**src/include/pump_tune_pkg.sv**
```systemverilog
// Purpose: shared constants for the pump override and VCO tune sequencer
// Assumes: 32-bit classic Wishbone, word index = byte address / 4
// Notes: all registers reset to zero; indices are word indices

package pump_tune_pkg;

	// ----------------------------------------------------------------
	// register word indices
	// ----------------------------------------------------------------
	localparam logic [4:0] IDX_STATUS = 5'h00;
	localparam logic [4:0] IDX_FREQ_FIRST = 5'h06;
	localparam logic [4:0] IDX_FREQ_LAST = 5'h0A;
	localparam logic [4:0] IDX_PUMP = 5'h0D;
	localparam logic [4:0] IDX_TUNE = 5'h0E;

	// ----------------------------------------------------------------
	// field positions
	// ----------------------------------------------------------------
	// pump control register
	localparam int P_FORCE_SOURCE = 0;
	localparam int P_FORCE_SINK = 1;
	localparam int P_DETECTOR_RESET = 2;
	localparam int P_MID_BIAS = 3;
	localparam int P_HIGH_CLAMP_EN = 4;
	localparam int P_LOW_CLAMP_EN = 5;
	localparam int P_PHASE_INVERT = 6;
	localparam int P_LINEARIZER_EN = 7;
	localparam int P_WIDE_PULSE = 8;
	// tune control register
	localparam int T_START = 0;
	localparam int T_AUTO = 1;
	localparam int T_MUTE = 2;
	localparam int T_INT_MODE = 3;
	localparam int T_SEL_LSB = 4;
	// status register
	localparam int S_HIGH_FLAG = 0;
	localparam int S_LOW_FLAG = 1;
	localparam int S_BUSY = 2;
	localparam int S_TUNED = 3;

	// ----------------------------------------------------------------
	// reset values and timing
	// ----------------------------------------------------------------
	localparam logic [8:0] PUMP_RESET = 9'h000;
	localparam logic [7:0] TUNE_RESET = 8'h00;
	localparam logic [7:0] FREQ_RESET = 8'h00;
	// divided clocks per tune cycle, inside the 12..14 window
	localparam logic [3:0] TUNE_TICKS = 4'hD;

	// ----------------------------------------------------------------
	// prescale code to divide value
	// ----------------------------------------------------------------
	function automatic logic [8:0] divValue(input logic [3:0] sel);
		case (sel)
			4'h0: divValue = 9'h008;
			4'h1: divValue = 9'h00C;
			4'h2: divValue = 9'h010;
			4'h3: divValue = 9'h018;
			4'h4: divValue = 9'h020;
			4'h5: divValue = 9'h030;
			4'h6: divValue = 9'h040;
			4'h7: divValue = 9'h060;
			4'h8: divValue = 9'h080;
			4'h9: divValue = 9'h0C0;
			4'hA: divValue = 9'h100;
			4'hB: divValue = 9'h180;
			default: divValue = 9'h000;
		endcase
	endfunction

endpackage

```
**src/include/tune_if.sv**
```systemverilog
// Purpose: link between tune sequencer and its prescaler
// Assumes: one clock, clk_sys
// Notes: tuneTick is a one-cycle enable at the divided rate

interface tune_if;
	logic restart;
	logic [3:0] divSel;
	logic tuneTick;

	modport seq (output restart, output divSel, input tuneTick);
	modport pre (input restart, input divSel, output tuneTick);
endinterface

```
**src/pump_tune_ctrl.sv**
```systemverilog
// Purpose: pump override controls and VCO tune sequencer
// Assumes: classic Wishbone slave, 32-bit data, one clock
// Notes: reset stands for power cycle and software power-on reset
//
// Decided for this implementation: register access over Wishbone and the address map.

module pump_tune_ctrl
	import pump_tune_pkg::*;
(
	// clock and reset
	input wire logic clk_sys,
	input wire logic reset,
	// wishbone slave
	input wire logic cyc_i,
	input wire logic stb_i,
	input wire logic we_i,
	input wire logic [6:0] adr_i,
	input wire logic [3:0] sel_i,
	input wire logic [31:0] dat_i,
	output logic [31:0] dat_o,
	output logic ack_o,
	// analog side inputs
	input wire logic clampHighIn,
	input wire logic clampLowIn,
	input wire logic pfdRateIn,
	// pump controls
	output logic forceSource,
	output logic forceSink,
	output logic sourceInhibit,
	output logic sinkInhibit,
	output logic midBias,
	output logic phaseInvert,
	output logic widePulse,
	output logic linearizerOn,
	output logic detectorHold,
	// modulator and rf
	output logic modulatorStandby,
	output logic rfMute,
	// tune state
	output logic tuneBusy,
	output logic tuneValid
);

	typedef enum logic [1:0] {
		ST_IDLE = 2'b01,
		ST_RUN = 2'b10
	} tune_state_t;

	typedef struct packed {
		// bus
		logic ack;
		logic [8:0] rdat;
		// software registers
		logic [8:0] pump;
		logic [7:0] tune;
		logic [4:0][7:0] freq;
		// comparator synchronisers
		logic [2:0] hiSync;
		logic [2:0] loSync;
		logic hiLvl;
		logic loLvl;
		// sequencer
		tune_state_t state;
		logic [3:0] tickCnt;
		logic restart;
		logic tuned;
		// registered outputs
		logic hiFlag;
		logic loFlag;
		logic linOn;
		logic mute;
	} ctrl_t;

	ctrl_t q, d;
	tune_if tp ();

	logic access;
	logic wrCommit;
	logic [4:0] idx;
	logic inFreq;
	logic startReq;
	logic selOk;

	// ----------------------------------------------------------------
	// prescaler
	// ----------------------------------------------------------------
	tune_prescaler prescaler (
		.clk_sys(clk_sys),
		.reset(reset),
		.pfdRateIn(pfdRateIn),
		.tp(tp)
	);

	// select is frozen while tuning, so the divider never moves mid-cycle
	assign tp.divSel = q.tune[T_SEL_LSB +: 4];
	assign tp.restart = q.restart;

	// ----------------------------------------------------------------
	// read mux
	// ----------------------------------------------------------------
	function automatic logic [8:0] readMux(input ctrl_t s, input logic [4:0] i);
		logic [7:0] t;
		t = s.tune;
		// start bit shows the cycle in flight
		t[T_START] = (s.state == ST_RUN);
		case (i)
			IDX_STATUS: readMux = {5'h00, s.tuned, s.state == ST_RUN, s.loFlag, s.hiFlag};
			IDX_PUMP: readMux = s.pump;
			IDX_TUNE: readMux = {1'b0, t};
			5'h06: readMux = {1'b0, s.freq[0]};
			5'h07: readMux = {1'b0, s.freq[1]};
			5'h08: readMux = {1'b0, s.freq[2]};
			5'h09: readMux = {1'b0, s.freq[3]};
			5'h0A: readMux = {1'b0, s.freq[4]};
			default: readMux = 9'h000;
		endcase
	endfunction

	// ----------------------------------------------------------------
	// next state
	// ----------------------------------------------------------------
	// writes commit on the edge where the master samples ack
	always_comb begin
		d = q;
		access = cyc_i & stb_i;
		idx = adr_i[6:2];
		wrCommit = access & we_i & q.ack;
		inFreq = (idx >= IDX_FREQ_FIRST) && (idx <= IDX_FREQ_LAST);
		d.ack = access & ~q.ack;
		d.restart = 1'b0;
		if (access & ~q.ack) begin
			d.rdat = readMux(q, idx);
		end

		// register writes, low byte lane plus one bit of lane one
		if (wrCommit & sel_i[0]) begin
			if (idx == IDX_PUMP) begin
				d.pump[7:0] = dat_i[7:0];
			end
			if (idx == IDX_TUNE && q.state != ST_RUN) begin
				d.tune = dat_i[7:0];
				d.tune[T_START] = 1'b0;
			end
			if (inFreq) begin
				d.freq[idx - IDX_FREQ_FIRST] = dat_i[7:0];
			end
		end
		if (wrCommit & sel_i[1] & (idx == IDX_PUMP)) begin
			d.pump[P_WIDE_PULSE] = dat_i[8];
		end
		// judge the code that will be in force, not the one being replaced
		selOk = divValue(d.tune[T_SEL_LSB +: 4]) != 9'h000;

		// start by explicit write or by auto tune on frequency register writes
		startReq = wrCommit & sel_i[0] & (idx == IDX_TUNE) & dat_i[T_START];
		startReq = startReq | (wrCommit & sel_i[0] & inFreq & q.tune[T_AUTO]);

		// sequencer
		case (q.state)
			ST_IDLE: begin
				// invalid prescale code refuses the start
				if (startReq & selOk) begin
					d.state = ST_RUN;
					d.tickCnt = 4'h0;
					d.restart = 1'b1;
				end
			end
			ST_RUN: begin
				// a tick already in flight when the divider restarts is stale
				if (tp.tuneTick & ~q.restart) begin
					if (q.tickCnt == TUNE_TICKS - 4'h1) begin
						d.state = ST_IDLE;
						d.tickCnt = 4'h0;
						d.tuned = 1'b1;
					end else begin
						d.tickCnt = q.tickCnt + 4'h1;
					end
				end
			end
			default: begin
				d.state = ST_IDLE;
			end
		endcase

		// comparators: accept a level once stages two and three agree
		d.hiSync = {q.hiSync[1:0], clampHighIn};
		d.loSync = {q.loSync[1:0], clampLowIn};
		if (q.hiSync[1] == q.hiSync[2]) begin
			d.hiLvl = q.hiSync[2];
		end
		if (q.loSync[1] == q.loSync[2]) begin
			d.loLvl = q.loSync[2];
		end
		d.hiFlag = d.hiLvl & d.pump[P_HIGH_CLAMP_EN];
		d.loFlag = d.loLvl & d.pump[P_LOW_CLAMP_EN];

		// linearizer off in integer mode, whatever its enable says
		d.linOn = d.pump[P_LINEARIZER_EN] & ~d.tune[T_INT_MODE];
		d.mute = (d.state == ST_RUN) & d.tune[T_MUTE];
	end

	// ----------------------------------------------------------------
	// state register
	// ----------------------------------------------------------------
	// a reset is the only thing that drops the tune result
	always_ff @(posedge clk_sys) begin
		if (reset) begin
			q <= '0;
			q.pump <= PUMP_RESET;
			q.tune <= TUNE_RESET;
			q.freq <= {5{FREQ_RESET}};
			q.state <= ST_IDLE;
		end else begin
			q <= d;
		end
	end

	// ----------------------------------------------------------------
	// outputs
	// ----------------------------------------------------------------
	assign dat_o = {23'h000000, q.rdat};
	assign ack_o = q.ack;
	assign forceSource = q.pump[P_FORCE_SOURCE];
	assign forceSink = q.pump[P_FORCE_SINK];
	// clamp cuts current on the side driving toward the rail
	assign sourceInhibit = q.hiFlag;
	assign sinkInhibit = q.loFlag;
	assign midBias = q.pump[P_MID_BIAS];
	assign phaseInvert = q.pump[P_PHASE_INVERT];
	assign widePulse = q.pump[P_WIDE_PULSE];
	assign linearizerOn = q.linOn;
	assign detectorHold = q.pump[P_DETECTOR_RESET];
	assign modulatorStandby = q.tune[T_INT_MODE];
	assign rfMute = q.mute;
	assign tuneBusy = (q.state == ST_RUN);
	assign tuneValid = q.tuned;

	// count divided ticks seen during a cycle
	logic [4:0] ticksSeen;
	always_ff @(posedge clk_sys) begin
		if (reset || !tuneBusy) begin
			ticksSeen <= 5'h00;
		end else if (tp.tuneTick && !q.restart) begin
			ticksSeen <= ticksSeen + 5'h01;
		end
	end
endmodule

```
**src/tune_prescaler.sv**
```systemverilog
// Purpose: divides the phase-detector rate into tune enable pulses
// Assumes: pfdRateIn is asynchronous to clk_sys
// Notes: restart realigns the count so a cycle starts cleanly

module tune_prescaler
	import pump_tune_pkg::*;
(
	// clock and reset
	input wire logic clk_sys,
	input wire logic reset,
	// phase-detector rate pin
	input wire logic pfdRateIn,
	// sequencer side
	tune_if.pre tp
);

	typedef struct packed {
		logic [2:0] sync;
		logic lvl;
		logic [8:0] cnt;
		logic tick;
	} pre_t;

	pre_t q, d;
	logic edgeSeen;

	// ----------------------------------------------------------------
	// divider
	// ----------------------------------------------------------------
	// accept a level only once second and third stage agree
	always_comb begin
		d = q;
		d.sync = {q.sync[1:0], pfdRateIn};
		d.tick = 1'b0;
		if (q.sync[1] == q.sync[2]) begin
			d.lvl = q.sync[2];
		end
		edgeSeen = d.lvl & ~q.lvl;
		if (tp.restart) begin
			d.cnt = 9'h000;
		end else if (edgeSeen) begin
			if (q.cnt >= divValue(tp.divSel) - 9'h001) begin
				d.cnt = 9'h000;
				d.tick = 1'b1;
			end else begin
				d.cnt = q.cnt + 9'h001;
			end
		end
	end

	always_ff @(posedge clk_sys) begin
		if (reset) begin
			q <= '0;
		end else begin
			q <= d;
		end
	end

	assign tp.tuneTick = q.tick;

endmodule

```
**config.mk**
```make
export PLATFORM = sky130hd
export DESIGN_NAME = pump_tune_ctrl
export DESIGN_NICKNAME = d
export VERILOG_FILES = /design/src/include/pump_tune_pkg.sv /design/src/include/tune_if.sv /design/src/pump_tune_ctrl.sv /design/src/tune_prescaler.sv
export SDC_FILE = /design/constraint.sdc
export NUM_CORES = 1
export LEC_CHECK = 0
export ABC_AREA = 1
export BUFFER_PORTS_ARGS = -buffer_cell sky130_fd_sc_hd__buf_2
export CAP_MARGIN = 20
export CORE_ASPECT_RATIO = 1.25
export CORE_MARGIN = 2
export CORE_UTILIZATION = 45
export DETAILED_ROUTE_END_ITERATION = 16
export PLACE_DENSITY = 0.71
export SLEW_MARGIN = 20
export SYNTH_ARGS = -nofsm -noshare
export SYNTH_HDL_FRONTEND = slang
export SYNTH_SLANG_ARGS = --single-unit
```
**constraint.sdc**
```tcl
create_clock -name clk_sys -period 2.1 [get_ports clk_sys]
set_clock_uncertainty 0.1 [all_clocks]
set_input_delay 0.105 -clock clk_sys [delete_from_list [all_inputs] [get_ports clk_sys]]
set_output_delay 0.105 -clock clk_sys [all_outputs]
set_load 0.01 [all_outputs]
```
==> flow_metrics.env <==
export IMPL_status="complete, but fails checks"
export IMPL_violations="setup timing"
export IMPL_wl_um=12200
export IMPL_comb_power_share_pct=4.4
export IMPL_grt_pass1_wl_um=19600
export IMPL_async_flop_share_pct=0
export IMPL_syn_avg_cell_area_um2=7.52
export IMPL_dp_hpwl_um=8710
export IMPL_drive_above_1_share_pct=17.5
export IMPL_yosys_warnings=0
export IMPL_clockBufferDepth=2
export IMPL_p_per_area_nw_per_um2=735
export IMPL_arrival_ps=2500
export IMPL_cts_sinks=107
export IMPL_place_area_um2=5330
export IMPL_clock_power_share_pct=48.3
export IMPL_p_sw_mw=0.879
export IMPL_start_util_pct=46.5
export IMPL_n_antenna_cell=0
export IMPL_hp_class="in -> reg"
export IMPL_period_share_pct=110
export IMPL_drt_pass1_iterations=5
export IMPL_cts_tree="built"
export IMPL_io_pins=97
export IMPL_ys_ff_latch=107
export IMPL_die_area_um2=11800
export IMPL_p_sw_share_pct=20.3
export IMPL_p_leak_nw=2.52
export IMPL_grt_overflow_total=0
export IMPL_period_minus_slack_ps=2320
export IMPL_drc=0
export IMPL_path_class="reg -> reg"
export IMPL_gr_usage_all_layers_pct=20.7
export IMPL_seq_area_um2=2140
export IMPL_antenna_left=0
export IMPL_synth_distinct_cells=39
export IMPL_required_ps=2280
export IMPL_fin_ws_ps=-217
export IMPL_timing_final_max_slew_violations=0
export IMPL_multi_input_area_um2=2320
export IMPL_worstPathMaxFanout=8
export IMPL_grt_max_degree=36
export IMPL_path_cells="inv_2 > ha_4 > buf_4 > xnor2_2 > ha_1 > a21oi_1 > nand2_1 > nand2_1 > o2111ai_2 > o21ai_4 > nand2_4 > nor3b_2"
export IMPL_gp_congestion=0.923
export IMPL_final_util_pct=55.4
export IMPL_critPathCaptureType="flop"
export IMPL_core_um2=10600
export IMPL_routedWlPerCell_um=14.2
export IMPL_numCtsBuffers=9
export IMPL_dr_first_iter_drc_count=267
export IMPL_syn_to_final_growth_pct=19.3
export IMPL_rsz0062_at_grt="yes"
export IMPL_power_frac_seq_pct=47.3
export IMPL_nets=783
export IMPL_grt_pass1_vias=4130
export IMPL_dp_cells=831
export IMPL_stdcell_count=856
export IMPL_cts_root_buffer="clkbuf_16"
export IMPL_crit_slowest_cell="dfxtp_1"
export IMPL_fillers=997
export IMPL_finalPower_mw=4.32
export IMPL_synthCells=656
export IMPL_fmax_mhz=432
export IMPL_synth_edff_count=0
export IMPL_die_w_um=97.6
export IMPL_critPathMaxStageDelay_ps=340
export IMPL_max_cap_viol_count=0
export IMPL_hold_violations=0
export IMPL_regToRegSetupSlack_ps=-220
export IMPL_via_per_inst=5.12
export IMPL_rows=42
export IMPL_antenna_found_initial=0
export IMPL_seq_area_frac_synth_pct=43.4
export IMPL_vias=4380
export IMPL_crit_top_cell="nand2_1"
export IMPL_crit_path_start_kind="flop"
export IMPL_p_int_mw=3.44
export IMPL_clk_latency_ps=350
export IMPL_ir_worst_vdd_mv=0.424
export IMPL_setup_violations=10
export IMPL_path_clk_slew_ps=70
export IMPL_hold_ws_ps=11.2
export IMPL_dieHeight_um=121
export IMPL_synthFlopType="dfxtp_1"
export IMPL_htree_levels=3
export IMPL_io_buffers=46
export IMPL_syn_cell_area_um2=4930
export IMPL_stdcell_area_um2=5880
==> final timing paths <==
kind | cells past startpoint | endpoint | start
worst max-delay path | 12 | prescaler.q[4]$_SDFFE_PP0P_ | flop
worst min-delay path | 3 | flop | dat_i[2]
worst max register to register | 12 | prescaler.q[4]$_SDFFE_PP0P_ | flop
worst min register to register | 2 | prescaler.d[13]$_SDFF_PP0_ | prescaler.d[12]$_SDFF_PP0_
==> cell families (layout without fill, tap and decap cells) <==
kind of cell | Yosys count | in the layout | synth area share (%)
AO/OA/AOI/OAI | 155 | 155 | 17.2
buffers and inverters | 152 | 198 | 14.2
other | 1 | 23 | 0.0760
flip-flops | 107 | 107 | 43.4
XOR/XNOR | 12 | 12 | 2.13
adder cells (fa/ha/maj) | 15 | 15 | 3.70
AND/OR/NAND/NOR | 214 | 214 | 19.3
==> cells in the mapped netlist, types with 2 or more instances <==
cell type	n	area share, %
nand3_1	22	2.2
buf_2	4	0.41
ha_1	13	3.3
inv_2	3	0.23
maj3_1	2	0.41
nand2_1	86	6.5
dfxtp_1	107	43
o2111ai_1	2	0.36
nor3_1	5	0.51
inv_1	101	7.7
o31ai_1	4	0.61
o21ai_0	56	5.7
buf_4	33	5.0
xnor2_1	2	0.36
xor2_1	10	1.8
nor2_1	71	5.4
a21oi_1	68	6.9
nand3b_1	3	0.46
nand4_1	14	1.8
o211ai_1	4	0.61
a22oi_1	2	0.30
nor2_2	2	0.25
nand2_2	3	0.38
clkbuf_1	9	0.69
a211oi_1	4	0.61
clkinv_1	2	0.15
o22ai_1	12	1.5
==> worst max-delay path, delay by kind of cell, from the launching register on <==
kind	cells	cell delay [ps]
AOI/OAI and AO/OA	3	540
adders and majority gates	2	500
and+or+nand+nor	4	450
DFF	1	340
buffers and inverters	2	180
xor gates and xnor gates	1	130
==> timing repair <==
action                                  4_1_cts  5_1_grt
pin swaps                                     7        5
resized for setup                             6       14
endpoints found under the setup margin        9       19
hold buffers                                  6        0
gates cloned                                  0        0
buffers inserted                              3        0
endpoints found under the hold margin         5        0
==> layer usage <==
metal  share of wire (%)  GRT usage, %  routed length (um)  vias up
met5                   0             0                   0        -
met4                 4.0          10.8                 484        0
met3                 4.5          3.00                 546       34
met2                  50          36.3                6070      126
met1                  42          24.5                5050     2019
li1                    -             -                   -     2201
==> cells in the final DEF (no fill, tap or decap), types with 3 or more instances in the layout <==
| cell | instances |
|---|---|
| dlygate4sd3_1 | 6 |
| o31ai_1 | 4 |
| a21oi_1 | 67 |
| nand3b_1 | 3 |
| nand2_1 | 81 |
| nand3_1 | 21 |
| o211ai_1 | 4 |
| nand2_4 | 4 |
| nor3_1 | 3 |
| conb_1 | 23 |
| nor2_2 | 5 |
| o22ai_1 | 12 |
| a211oi_1 | 4 |
| nor2_4 | 3 |
| ha_4 | 3 |
| nand4_1 | 14 |
| nor2_1 | 65 |
| buf_4 | 24 |
| nand2_2 | 5 |
| bufinv_16 | 4 |
| xor2_1 | 10 |
| clkbuf_16 | 9 |
| ha_1 | 10 |
| dfxtp_1 | 106 |
| buf_2 | 46 |
| inv_2 | 5 |
| o21ai_0 | 55 |
| inv_1 | 98 |
==> area by class of cell <==
class	count	share of cell area [%]
multi-input cells	419	39.5
flip-flops and latches	107	36.4
repair buffers	76	8.00
inverters	106	6.81
clock buffers	12	4.36
well taps	132	2.81
clock inverters	4	2.04
==> per-stage QoR <==
| step | TNS, ps | setup WS (ps) |
|---|---|---|
| after floorplan | -204 | -31.5 |
| after global placement | -753 | -107 |
| after detailed placement | -1380 | -219 |
| after CTS | -792 | -88.2 |
| after global routing | -3250 | -377 |
| final | -1710 | -217 |
==> power by group through the flow <==
stage / sequential [mW] / combinational, mW / clock, mW
6_report: 2.04 / 0.191 / 2.09
2_1_floorplan: 2.09 / 0.139 / 0
3_3_place_gp: 2.09 / 0.175 / 0
4_1_cts: 2.04 / 0.189 / 2.12
5_1_grt: 2.04 / 0.212 / 2.18
3_5_place_dp: 2.09 / 0.180 / 0
Note: power is estimated with default switching activity, not from simulation.
